$ cat src/design/wdt_pkg.sv
package wdt_pkg;

  localparam int unsigned CLK_PERIOD_NS  = 100;
  localparam int unsigned TICK_PERIOD_NS = 1000;
  localparam int unsigned NS_PER_US      = 1000;
  localparam int unsigned TICK_CYCLES    = TICK_PERIOD_NS / CLK_PERIOD_NS;

  localparam int unsigned TRIG_SEL0_US    = 96000;
  localparam int unsigned TRIG_SEL1_US    = 48000;
  localparam int unsigned TRIG_SEL2_US    = 32000;
  localparam int unsigned TRIG_SEL3_US    = 16000;
  localparam int unsigned IGNORE_US       = 16000;
  localparam int unsigned FAULT_LOW_US    = 8000;
  localparam int unsigned STATE_FILTER_US = 300;
  localparam int unsigned STRAP_GUARD_US  = 160;

  localparam int unsigned TRIG_SEL0_TICKS    = TRIG_SEL0_US * NS_PER_US / TICK_PERIOD_NS;
  localparam int unsigned TRIG_SEL1_TICKS    = TRIG_SEL1_US * NS_PER_US / TICK_PERIOD_NS;
  localparam int unsigned TRIG_SEL2_TICKS    = TRIG_SEL2_US * NS_PER_US / TICK_PERIOD_NS;
  localparam int unsigned TRIG_SEL3_TICKS    = TRIG_SEL3_US * NS_PER_US / TICK_PERIOD_NS;
  localparam int unsigned IGNORE_TICKS       = IGNORE_US * NS_PER_US / TICK_PERIOD_NS;
  localparam int unsigned FAULT_LOW_TICKS    = FAULT_LOW_US * NS_PER_US / TICK_PERIOD_NS;
  localparam int unsigned STATE_FILTER_TICKS = STATE_FILTER_US * NS_PER_US / TICK_PERIOD_NS;
  localparam int unsigned STRAP_GUARD_TICKS  = STRAP_GUARD_US * NS_PER_US / TICK_PERIOD_NS;

  localparam int unsigned AXI_ADDR_W = 4;
  localparam logic [3:0]  REG_STATUS = 4'h0;
  localparam logic [3:0]  REG_CLEAR  = 4'h4;
  localparam logic [3:0]  REG_ENABLE = 4'h8;
  localparam logic [3:0]  REG_STATE  = 4'hc;

  localparam int unsigned EV_W       = 4;
  localparam int unsigned EV_MISS    = 0;
  localparam int unsigned EV_SERVICE = 1;
  localparam int unsigned EV_DEACT   = 2;
  localparam int unsigned EV_REACT   = 3;
  localparam logic [3:0]  STATUS_RST = 4'h0;
  localparam logic [3:0]  ENABLE_RST = 4'h0;

  localparam logic [1:0]  RESP_OKAY   = 2'h0;
  localparam logic [1:0]  RESP_DECERR = 2'h3;

  typedef enum logic [1:0] {
    WDT_ST_IGNORE  = 2'h0,
    WDT_ST_TRIGGER = 2'h1,
    WDT_ST_FAULT   = 2'h3,
    WDT_ST_OFF     = 2'h2
  } wdt_state_type;

endpackage

$ cat src/design/wdt_filt.sv
`timescale 1ns/1ps
module wdt_filt #(
  parameter int unsigned N   = 300,
  parameter logic        RST = 1'b0
) (
  input  wire logic CLK,
  input  wire logic SRST,
  input  wire logic TICK,
  input  wire logic IN,
  output logic      OUT
);
  logic [11:0] cnt_q;
  logic [11:0] cnt_d;
  logic        out_d;

  // A level must stay different across N tick pulses in a row before it is taken
  always_comb begin
    out_d = OUT;
    cnt_d = cnt_q;
    if (IN == OUT) begin
      cnt_d = 12'h000;
    end else if (TICK && cnt_q == 12'(N - 1)) begin
      out_d = IN;
      cnt_d = 12'h000;
    end else if (TICK) begin
      cnt_d = cnt_q + 12'h001;
    end
  end

  always_ff @(posedge CLK) begin
    if (SRST) begin
      cnt_q <= 12'h000;
      OUT   <= RST;
    end else begin
      cnt_q <= cnt_d;
      OUT   <= out_d;
    end
  end
endmodule

$ cat src/design/wdt_tick.sv
`timescale 1ns/1ps
module wdt_tick #(
  parameter int unsigned DIV = 10
) (
  input  wire logic CLK,
  input  wire logic SRST,
  output logic      TICK
);
  logic [7:0] cnt_q;
  logic [7:0] cnt_d;
  logic       tick_d;

  always_comb begin
    tick_d = (cnt_q == 8'(DIV - 1));
    cnt_d  = tick_d ? 8'h00 : cnt_q + 8'h01;
  end

  always_ff @(posedge CLK) begin
    if (SRST) begin
      cnt_q <= 8'h00;
      TICK  <= 1'b0;
    end else begin
      cnt_q <= cnt_d;
      TICK  <= tick_d;
    end
  end
endmodule

$ cat src/design/wdt_top.sv
// Implementation choices: the AXI4-Lite slave port and the register addresses.
`timescale 1ns/1ps
module wdt_top #(
  parameter int unsigned TRIG0_TICKS  = wdt_pkg::TRIG_SEL0_TICKS,
  parameter int unsigned TRIG1_TICKS  = wdt_pkg::TRIG_SEL1_TICKS,
  parameter int unsigned TRIG2_TICKS  = wdt_pkg::TRIG_SEL2_TICKS,
  parameter int unsigned TRIG3_TICKS  = wdt_pkg::TRIG_SEL3_TICKS,
  parameter int unsigned IGN_TICKS    = wdt_pkg::IGNORE_TICKS,
  parameter int unsigned FLOW_TICKS   = wdt_pkg::FAULT_LOW_TICKS,
  parameter int unsigned FILTER_TICKS = wdt_pkg::STATE_FILTER_TICKS,
  parameter int unsigned GUARD_TICKS  = wdt_pkg::STRAP_GUARD_TICKS
) (
  input  wire logic                             CLK,
  input  wire logic                             SRST,
  input  wire logic                             WINDOW_SELECT_A,
  input  wire logic                             WINDOW_SELECT_B,
  input  wire logic                             SERVICE_INPUT,
  input  wire logic                             LOW_CURRENT,
  input  wire logic                             DISABLE_LEVEL,
  output logic                                  FAULT_OUTPUT_N,
  output logic                                  IRQ,
  input  wire logic [wdt_pkg::AXI_ADDR_W-1:0]   AWADDR,
  input  wire logic                             AWVALID,
  output logic                                  AWREADY,
  input  wire logic [31:0]                      WDATA,
  input  wire logic [3:0]                       WSTRB,
  input  wire logic                             WVALID,
  output logic                                  WREADY,
  output logic [1:0]                            BRESP,
  output logic                                  BVALID,
  input  wire logic                             BREADY,
  input  wire logic [wdt_pkg::AXI_ADDR_W-1:0]   ARADDR,
  input  wire logic                             ARVALID,
  output logic                                  ARREADY,
  output logic [31:0]                           RDATA,
  output logic [1:0]                            RRESP,
  output logic                                  RVALID,
  input  wire logic                             RREADY
);
  import wdt_pkg::*;

  localparam int unsigned NSYNC = 5;
  localparam int unsigned CNT_W = 17;

  logic             tick;
  logic [NSYNC-1:0] pins;
  logic [NSYNC-1:0] s1_q;
  logic [NSYNC-1:0] s2_q;
  logic             svc_prev_q;
  logic             svc_fall;
  logic             lowc_f;
  logic             dis_f;
  logic             act_f;
  logic             act_prev_q;
  logic [1:0]       strap_f;

  wdt_tick #(.DIV(TICK_CYCLES)) u_tick (
    .CLK  (CLK),
    .SRST (SRST),
    .TICK (tick)
  );

  // Inputs are asynchronous pads in silicon, so each gets two stages
  assign pins = {DISABLE_LEVEL, LOW_CURRENT, SERVICE_INPUT, WINDOW_SELECT_B, WINDOW_SELECT_A};
  for (genvar i = 0; i < NSYNC; i++) begin : g_sync
    always_ff @(posedge CLK) begin
      if (SRST) begin
        s1_q[i] <= 1'b0;
        s2_q[i] <= 1'b0;
      end else begin
        s1_q[i] <= pins[i];
        s2_q[i] <= s1_q[i];
      end
    end
  end

  for (genvar j = 0; j < 2; j++) begin : g_strap
    wdt_filt #(.N(GUARD_TICKS), .RST(1'b0)) u_strap (
      .CLK  (CLK),
      .SRST (SRST),
      .TICK (tick),
      .IN   (s2_q[j]),
      .OUT  (strap_f[j])
    );
  end

  wdt_filt #(.N(FILTER_TICKS), .RST(1'b0)) u_lowc (
    .CLK  (CLK),
    .SRST (SRST),
    .TICK (tick),
    .IN   (s2_q[3]),
    .OUT  (lowc_f)
  );

  wdt_filt #(.N(FILTER_TICKS), .RST(1'b0)) u_dis (
    .CLK  (CLK),
    .SRST (SRST),
    .TICK (tick),
    .IN   (s2_q[4]),
    .OUT  (dis_f)
  );

  assign act_f = !lowc_f && !dis_f;
  // A disable level reads as neither high nor low, so no edge is trusted then
  assign svc_fall = svc_prev_q && !s2_q[2] && !s2_q[4];

  // Watchdog sequencer
  wdt_state_type    st_q;
  wdt_state_type    st_d;
  logic [CNT_W-1:0] cnt_q;
  logic [CNT_W-1:0] cnt_d;
  logic [1:0]       sel_q;
  logic [1:0]       sel_d;
  logic             fault_n_d;
  logic [CNT_W-1:0] win_m1;
  logic             ev_miss;

  always_comb begin
    case (sel_q)
      2'h0:    win_m1 = CNT_W'(TRIG0_TICKS - 1);
      2'h1:    win_m1 = CNT_W'(TRIG1_TICKS - 1);
      2'h2:    win_m1 = CNT_W'(TRIG2_TICKS - 1);
      default: win_m1 = CNT_W'(TRIG3_TICKS - 1);
    endcase
  end

  always_comb begin
    st_d      = st_q;
    cnt_d     = cnt_q;
    sel_d     = sel_q;
    fault_n_d = FAULT_OUTPUT_N;
    ev_miss   = 1'b0;
    case (st_q)
      WDT_ST_IGNORE: begin
        if (!act_f) begin
          st_d  = WDT_ST_OFF;
          cnt_d = '0;
        end else if (tick && cnt_q == CNT_W'(IGN_TICKS - 1)) begin
          st_d  = WDT_ST_TRIGGER;
          cnt_d = '0;
          sel_d = strap_f;
        end else if (tick) begin
          cnt_d = cnt_q + CNT_W'(1);
        end
      end
      WDT_ST_TRIGGER: begin
        if (!act_f) begin
          st_d  = WDT_ST_OFF;
          cnt_d = '0;
        end else if (svc_fall) begin
          cnt_d = '0;
          sel_d = strap_f;
        end else if (tick && cnt_q == win_m1) begin
          st_d      = WDT_ST_FAULT;
          cnt_d     = '0;
          fault_n_d = 1'b0;
          ev_miss   = 1'b1;
        end else if (tick) begin
          cnt_d = cnt_q + CNT_W'(1);
        end
      end
      WDT_ST_FAULT: begin
        // The low time runs to its end even if the watchdog is switched off
        if (tick && cnt_q == CNT_W'(FLOW_TICKS - 1)) begin
          fault_n_d = 1'b1;
          cnt_d     = '0;
          st_d      = act_f ? WDT_ST_IGNORE : WDT_ST_OFF;
        end else if (tick) begin
          cnt_d = cnt_q + CNT_W'(1);
        end
      end
      WDT_ST_OFF: begin
        fault_n_d = 1'b1;
        cnt_d     = '0;
        if (act_f) begin
          st_d = WDT_ST_IGNORE;
        end
      end
      default: begin
        st_d      = WDT_ST_IGNORE;
        cnt_d     = '0;
        fault_n_d = 1'b1;
      end
    endcase
  end

  always_ff @(posedge CLK) begin
    if (SRST) begin
      st_q           <= WDT_ST_IGNORE;
      cnt_q          <= '0;
      sel_q          <= 2'h0;
      FAULT_OUTPUT_N <= 1'b1;
      svc_prev_q     <= 1'b0;
      act_prev_q     <= 1'b1;
    end else begin
      st_q           <= st_d;
      cnt_q          <= cnt_d;
      sel_q          <= sel_d;
      FAULT_OUTPUT_N <= fault_n_d;
      svc_prev_q     <= s2_q[2];
      act_prev_q     <= act_f;
    end
  end

  // Register file and interrupt
  logic [EV_W-1:0] events;
  logic [EV_W-1:0] status_q;
  logic [EV_W-1:0] status_d;
  logic [EV_W-1:0] en_q;
  logic [EV_W-1:0] en_d;
  logic [EV_W-1:0] clr;
  logic            irq_d;
  logic            aw_have_q;
  logic            aw_have_d;
  logic            w_have_q;
  logic            w_have_d;
  logic [3:0]      waddr_q;
  logic [3:0]      waddr_d;
  logic [31:0]     wdata_q;
  logic [31:0]     wdata_d;
  logic            wlane_q;
  logic            wlane_d;
  logic            bvalid_d;
  logic [1:0]      bresp_d;
  logic            rvalid_d;
  logic [31:0]     rdata_d;
  logic [1:0]      rresp_d;

  always_comb begin
    events             = '0;
    events[EV_MISS]    = ev_miss;
    events[EV_SERVICE] = svc_fall && st_q == WDT_ST_TRIGGER && act_f;
    events[EV_DEACT]   = act_prev_q && !act_f;
    events[EV_REACT]   = !act_prev_q && act_f;
  end

  always_comb begin
    aw_have_d = aw_have_q;
    w_have_d  = w_have_q;
    waddr_d   = waddr_q;
    wdata_d   = wdata_q;
    wlane_d   = wlane_q;
    bvalid_d  = BVALID;
    bresp_d   = BRESP;
    en_d      = en_q;
    clr       = '0;
    if (AWVALID && AWREADY) begin
      aw_have_d = 1'b1;
      waddr_d   = AWADDR;
    end
    if (WVALID && WREADY) begin
      w_have_d = 1'b1;
      wdata_d  = WDATA;
      wlane_d  = WSTRB[0];
    end
    if (BVALID && BREADY) begin
      bvalid_d = 1'b0;
    end
    if (aw_have_q && w_have_q && !BVALID) begin
      aw_have_d = 1'b0;
      w_have_d  = 1'b0;
      bvalid_d  = 1'b1;
      bresp_d   = RESP_OKAY;
      case (waddr_q)
        REG_CLEAR:  clr = wlane_q ? wdata_q[EV_W-1:0] : '0;
        REG_ENABLE: en_d = wlane_q ? wdata_q[EV_W-1:0] : en_q;
        REG_STATUS: bresp_d = RESP_OKAY;
        REG_STATE:  bresp_d = RESP_OKAY;
        default:    bresp_d = RESP_DECERR;
      endcase
    end
    // Set wins over a clear landing in the same cycle
    status_d = (status_q & ~clr) | events;
    irq_d    = |(status_d & en_d);
  end

  always_comb begin
    rvalid_d = RVALID;
    rdata_d  = RDATA;
    rresp_d  = RRESP;
    if (RVALID && RREADY) begin
      rvalid_d = 1'b0;
    end
    if (ARVALID && ARREADY) begin
      rvalid_d = 1'b1;
      rresp_d  = RESP_OKAY;
      case (ARADDR)
        REG_STATUS: rdata_d = {28'h0000000, status_q};
        REG_ENABLE: rdata_d = {28'h0000000, en_q};
        REG_STATE:  rdata_d = {24'h000000, strap_f, sel_q, act_f, FAULT_OUTPUT_N, st_q};
        REG_CLEAR:  rdata_d = 32'h00000000;
        default: begin
          rdata_d = 32'h00000000;
          rresp_d = RESP_DECERR;
        end
      endcase
    end
  end

  always_ff @(posedge CLK) begin
    if (SRST) begin
      aw_have_q <= 1'b0;
      w_have_q  <= 1'b0;
      waddr_q   <= 4'h0;
      wdata_q   <= 32'h00000000;
      wlane_q   <= 1'b0;
      AWREADY   <= 1'b0;
      WREADY    <= 1'b0;
      BVALID    <= 1'b0;
      BRESP     <= RESP_OKAY;
      ARREADY   <= 1'b0;
      RVALID    <= 1'b0;
      RDATA     <= 32'h00000000;
      RRESP     <= RESP_OKAY;
      status_q  <= STATUS_RST;
      en_q      <= ENABLE_RST;
      IRQ       <= 1'b0;
    end else begin
      aw_have_q <= aw_have_d;
      w_have_q  <= w_have_d;
      waddr_q   <= waddr_d;
      wdata_q   <= wdata_d;
      wlane_q   <= wlane_d;
      AWREADY   <= !aw_have_d && !bvalid_d;
      WREADY    <= !w_have_d && !bvalid_d;
      BVALID    <= bvalid_d;
      BRESP     <= bresp_d;
      ARREADY   <= !rvalid_d;
      RVALID    <= rvalid_d;
      RDATA     <= rdata_d;
      RRESP     <= rresp_d;
      status_q  <= status_d;
      en_q      <= en_d;
      IRQ       <= irq_d;
    end
  end
endmodule

$ cat config.mk
export PLATFORM = sky130hd
export DESIGN_NAME = wdt_top
export DESIGN_NICKNAME = d
export VERILOG_FILES = /design/src/design/wdt_pkg.sv /design/src/design/wdt_filt.sv /design/src/design/wdt_tick.sv /design/src/design/wdt_top.sv
export SDC_FILE = /design/constraint.sdc
export NUM_CORES = 1
export LEC_CHECK = 0
export BUFFER_PORTS_ARGS = -buffer_cell sky130_fd_sc_hd__buf_2
export CORE_MARGIN = 3
export CORE_UTILIZATION = 44
export DETAILED_ROUTE_END_ITERATION = 12
export PLACE_DENSITY = 0.65
export SLEW_MARGIN = 40
export SYNTH_ARGS = -nofsm -noshare
export SYNTH_HDL_FRONTEND = slang
export SYNTH_SLANG_ARGS = --single-unit
$ cat constraint.sdc
create_clock -name CLK -period 2.6 [get_ports CLK]
set_input_delay 0 -clock CLK [delete_from_list [all_inputs] [get_ports CLK]]
set_output_delay 0 -clock CLK [all_outputs]
set_load 0.03 [all_outputs]
* Yosys cells after proc, flatten, opt, wreduce, memory -nomap -nowiden
Cells that the tools add are included.
Cells by class: $add $sub $neg 6, equality and inequality tests 34, muxes and demuxes 49, bitwise logic cells 8, reduce and logical (&&, ||, !) cells 55
Operators with widths (count):
- 2-to-1 mux 17 bit | 7
- case mux 17 bit (4 select lines) | 1
- case mux 17 bit (3 select lines) | 1
- adder 12 x 1 -> 12 bit, second input constant | 4
- 2-to-1 mux 2 bit | 14
- equality test 12 x 8 -> 1 bit, second input constant | 2
- equality test 12 x 9 -> 1 bit, second input constant | 2
- 2-to-1 mux 4 bit | 6
- case mux 8 bit (3 select lines) | 1
- logical AND 1 bit | 23
- adder 17 x 1 -> 17 bit, second input constant | 1
- equality test 17 x 13 -> 1 bit, second input constant | 1
- equality test 17 x 14 -> 1 bit, second input constant | 1
- equality test 17 bit | 1
- equality test 4 bit, second input constant | 4
- 2-to-1 mux 1 bit | 16
- inequality test 2 bit, second input constant | 8
- AND reduction 5 bit | 3
- OR reduction 3 bit | 4
- OR reduction 4 bit | 3
- logical NOT 1 bit | 11
- inequality test 3 bit, second input constant | 3
- adder 8 x 1 -> 8 bit, second input constant | 1
- AND 4 bit | 2
- other kinds (17) | 32
Word-level totals: register bits after elaboration 156, output and inout bits 43, word-level logic and storage cells 194

* Depth between registers and ports, before layout
word-level depth 11, mapped depth 8, gate-level depth less buffers 7

* Hierarchy
From an unflattened synthesis, not the netlist that was laid out.
Second synthesis, totals: cell total of the unflattened synthesis 660, area, all modules 6064.6 um2
Modules (own cells, without submodules):
- wdt_top | times used 1, cells an instance 355, area an instance 3243.1 um2, sequential area each 1381.3 um2
- wdt_filt at g_strap[0].u_strap ... | times used 2, cells an instance 65, area an instance 620.6 um2, sequential area each 260.2 um2
- wdt_filt at u_dis ... | times used 2, cells an instance 67, area an instance 601.8 um2, sequential area each 260.2 um2
- wdt_tick | times used 1, cells an instance 41, area an instance 376.6 um2, sequential area each 180.2 um2

* Least setup slack after synthesis
Ideal clock, no wire load.
kind flip-flop to flip-flop, start register BVALID, end register IRQ, arrival 1.786 ns, slack 0.680 ns, stages on the path, launching flop included 7, path buffers 1, period minus slack after synthesis 1.920 ns, cells stage by stage dfxtp_1 > and3b_1 > buf_2 > nand4_1 > mux2_2 > a222oi_1 > o22ai_1
On the way: word-level cells in the longest chain between the ends 8, elaborated cells between the ends (all ways) 9, those cells by class 2 x mux; 4 x bitwise; 3 x reduce/logical
RTL lines:
- start: declaration | RTL line wdt_top.sv:30 | output logic BVALID,
- start signal: assignment | RTL line wdt_top.sv:326 | BVALID <= bvalid_d;
- logical NOT 1 bit (*) | RTL line wdt_top.sv:259 | if (aw_have_q && w_have_q && !BVALID) begin
- logical AND 1 bit (*) | RTL line wdt_top.sv:259
- 2-to-1 mux 4 bit | RTL line wdt_top.sv:259
- NOT 4 bit | RTL line wdt_top.sv:273 | status_d = (status_q & ~clr) | events;
- AND 4 bit | RTL line wdt_top.sv:273
- bitwise OR 4 bit | RTL line wdt_top.sv:273
- AND 4 bit (*) | RTL line wdt_top.sv:274 | irq_d = |(status_d & en_d);
- OR reduction 4 bit (*) | RTL line wdt_top.sv:274
- end signal: assignment | RTL line wdt_top.sv:334 | IRQ <= irq_d;
- end: declaration | RTL line wdt_top.sv:21 | output logic IRQ,
Every way passes the cells marked *; elsewhere a longest branch is shown, timed or not. A chain may end at the register's enable or synchronous reset.

* Final worst setup path
start register u_tick.TICK, end register cnt_q[9]
On the way: word-level cells in the longest chain between the ends 5, elaborated cells between the ends (all ways) 11, those cells by class 8 x mux; 3 x reduce/logical
RTL lines:
- start: declaration | RTL line wdt_tick.sv:7 | output logic TICK
- start signal: assignment | RTL line wdt_tick.sv:24 | TICK <= tick_d;
- 2-to-1 mux 17 bit or logical AND 1 bit (tied branches)
- 2-to-1 mux 17 bit | RTL line wdt_top.sv:153 | end else if (tick && cnt_q == win_m1) begin
- 2-to-1 mux 17 bit | RTL line wdt_top.sv:150 | end else if (svc_fall) begin
- 2-to-1 mux 17 bit | RTL line wdt_top.sv:147 | if (!act_f) begin
- case mux 17 bit (4 select lines) (*) | RTL line wdt_top.sv:133 | case (st_q)
- end signal: assignment | RTL line wdt_top.sv:197 | cnt_q <= cnt_d;
- end: declaration | RTL line wdt_top.sv:110 | logic [CNT_W-1:0] cnt_q;
Marked as above.

==> reports/results.txt <==
The diode insertion count for antenna repair came out at 0. The endpoint required time on the critical path came out at 2.89 ns. After synthesis, the cell types taking the most area are sky130_fd_sc_hd__dfxtp_1 (46%), sky130_fd_sc_hd__nor2_1 (6.9%), sky130_fd_sc_hd__xor2_1 (6.8%).

The clock input transition at the sequential cells of the worst setup and hold paths was 0.05 ns; the slew at the pin closest to its max-slew limit was 0.575 ns. Classification of the worst-slack hold path: input port to flip-flop. Number of optimization iterations in the first detailed-route pass: 4. The net count of the finished layout is 759.

The aggregate global-route resource usage was 15.8%; the worst-case vdd ir drop was 0.422 mV. In this run the worst path has a maximum fanout of 17. STA classifies the critical path endpoint as a flip-flop. After layout, the worst path uses 84.0% of the clock period. Count of max-cap constraint violations: 0. Yosys mapped a number of flops with a built-in enable equal to 0. For this run, asynchronously set or reset flops after synthesis account for 0%. For this configuration, the core starts out at a cell density of 46.0%. The areal power density over the cells works out to 678 nW/µm². In this run the static leakage power is 2.58 nW. The die covers 14200 µm². The number of hold violations in the final report was 0; the signal arrival time at the worst endpoint was 2.47 ns. Global routing finished with a remaining overflow of 0. The detailed router finished its first iteration with 133 violations. The setup total negative slack is 0 ns. Counting along the longest clock path gives a buffer depth of 2. The area share of the largest cell type after synthesis came out at 46.1%. For this run, the leading register cell type out of synthesis is sky130_fd_sc_hd__dfxtp_1. The tools report the summed instance area of the synthesized netlist as 5640 µm².

Setup repair after global routing left no endpoint under its margin. The final wirelength came out at 10.9 mm. TritonCTS built the clock tree. The first global-routing pass estimated 18.5 mm of wire.

The tools report the fraction of the yosys area taken by sequential cells as 46.1%. Pin placement for this block handled 99 I/O pins. Worst setup path category: flip-flop to flip-flop. Setup violations remaining at the end of the flow were counted as 0. The H-tree generated during clock tree synthesis spans 4 levels. Buffers added to address setup during post-CTS repair amount to 0.

The cell sitting at the root of the clock tree is a sky130_fd_sc_hd__clkbuf_16. Dividing the detail-routed wire length by the instance count gives 12.4 µm. Die boundary width: 119 µm. The CTS sink count came out at 130.

A synthesized cell averages 9.10 µm². The initial antenna violation count came out at 0. The run gives 4108 as the via count of the first global-routing pass. The run finished with clean final reports. Leaving out fill and tap cells, the most frequent cell in the layout is sky130_fd_sc_hd__dfxtp_1. The remaining max-slew budget at the tightest pin came out at 61.3%. The later pin in the worst-skew pair is clocked with a latency of 0.41 ns. For this run, design rule violations remaining after detail routing come to 0. The count of buffers added on input and output ports is 43. The logs give 0.0109 ns for the clock tree skew after final layout and 0 for the number of cells upsized or downsized after cts. After detailed routing, the number of vias per cell comes to 4.91.

The layout has 1104 filler cells. The tools report the number of cells produced by synthesis as 620. The tools report the final estimated routing congestion in global placement as 0.807. The library cell occupying the most area in the post-synthesis netlist is sky130_fd_sc_hd__dfxtp_1.

Count of antenna-violating nets left after detailed routing: 0. In the layout the commonest cells are sky130_fd_sc_hd__dfxtp_1 (130), sky130_fd_sc_hd__nor2_1 (104), sky130_fd_sc_hd__nand2_1 (46). Pin count of the biggest net entering global routing: 30. For this run, the number of Yosys warnings is 0.

The count of pins over their slew limit is 0. Detailed placement ended at an HPWL of 7.35 mm. Based on the critical path, the design can be clocked at up to 0.458 GHz.

The startpoint class of the critical path is a flip-flop. The share of cells above drive strength 1 is 14.4%, and the via count is 4302. The minimum period implied by the final worst setup slack is 2.18 ns, and the standard-cell row count is 40.

Compared with the post-synthesis result, the final layout area differs by 20.9%. Post-synthesis register bit count: 130. The height of the die came out at 119 µm.

The core region is 12300 µm². In this run, CTS created clock tree buffers numbering 17. The synthesized netlist contains 53 unique library cells. Hold is met by 0.0353 ns.
-- repair_timing --
item                       CTS  global route
hold endpoints to repair    22             0
hold buffers                31             0
setup endpoints to repair    0             0
-- synthesized netlist by cell type (all sizes together) (5+ instances only) --
master / n
a22o: 6
a21oi: 16
nor2: 114
nor2b: 21
xor2: 44
xnor2: 26
nand2: 46
nor3: 8
nor4b: 5
nor3b: 5
nand3: 34
inv: 6
mux2: 7
nor4: 6
a22oi: 8
clkbuf: 14
nand4: 18
and3: 12
ha: 7
and4: 5
mux2i: 12
dfxtp: 130
buf: 33
-- power breakdown --
group	internal [mW]	switching (mW)	leakage (nW)
clock	1.56	0.804	0.293
sequential	2.02	0.0221	1.05
combinational	0.0803	0.137	1.23
-- metrics by stage --
step	setup WS [ns]	instance area, µm²	instances	total power, mW	utilization (%)
2_1_floorplan	0.680	5730	643	2.25	-
3_3_place_gp	0.414	5910	814	2.26	48.2
3_5_place_dp	0.408	5910	814	2.27	48.2
4_1_cts	0.393	6820	876	4.68	55.6
5_1_grt	0.191	6820	876	4.78	55.6
6_report	0.415	6820	876	4.62	55.6
-- state kept, by name (all words and copies together), names as in the netlist, 2 cells and up --
signal,cells
cnt_q,17
g_strap.u_strap.cnt_q,24
u_lowc.cnt_q,12
u_dis.cnt_q,12
RDATA,8
u_tick.cnt_q,8
waddr_q,4
s2_q,5
status_q,4
sel_q,2
wdata_q,4
en_q,4
g_strap.u_strap.OUT,2
st_q,2
s1_q,5
-- path summary, 6_finish.rpt --
path	startpoint	end	slack (ns)	cells after the start
max	u_tick.TICK	cnt_q[9]	0.42	7
min	ARADDR[3]	RDATA[1]	0.04	4
max reg2reg	u_tick.TICK	cnt_q[9]	0.42	7
min reg2reg	s1_q[2]	s2_q[2]	0.44	1
-- critical path, cell delays in order, from the launching register on --
cell and delay, ns:
sky130_fd_sc_hd__dfxtp_1 0.55, sky130_fd_sc_hd__and4_4 0.34, sky130_fd_sc_hd__nand3_2 0.13, sky130_fd_sc_hd__o311ai_4 0.36, sky130_fd_sc_hd__o221ai_2 0.18, sky130_fd_sc_hd__o21ai_4 0.16, sky130_fd_sc_hd__buf_4 0.26, sky130_fd_sc_hd__nor2_1 0.08
-- kinds of logic (layout without fill, tap and decap cells) --
logic type / count (synthesis) / count (layout) / share of synthesized area (%)
buffers and inverters: 53 / 118 / 5.57
flip-flops: 130 / 130 / 46.1
XOR/XNOR: 70 / 70 / 10.9
AND/OR/NAND/NOR: 291 / 291 / 25.6
adder cells (fa/ha/maj): 7 / 7 / 1.55
multiplexers: 19 / 19 / 3.53
AO/OA/AOI/OAI: 49 / 49 / 6.66
other: 1 / 24 / 0.0665
-- metal layers --
metal  vias up  track usage (%)  share of wire (%)
li1       2215                -                  -
met1      2014             18.6                 44
met2        59             26.7                 50
met3        14             4.89                3.6
met4         0             6.37                1.7
met5         -                0                  0
-- cell type report --
cell class              count  area, µm²  area share (%)
clock inverters             4       70.1            1.03
well taps                 168        210            3.08
clock buffers              27        523            7.67
repair buffers             81        578            8.48
flip-flops and latches    130       2600            38.2
multi-input cells         460       2810            41.2
inverters                   6       22.5           0.330
Note: power is estimated with default switching activity, not from simulation.
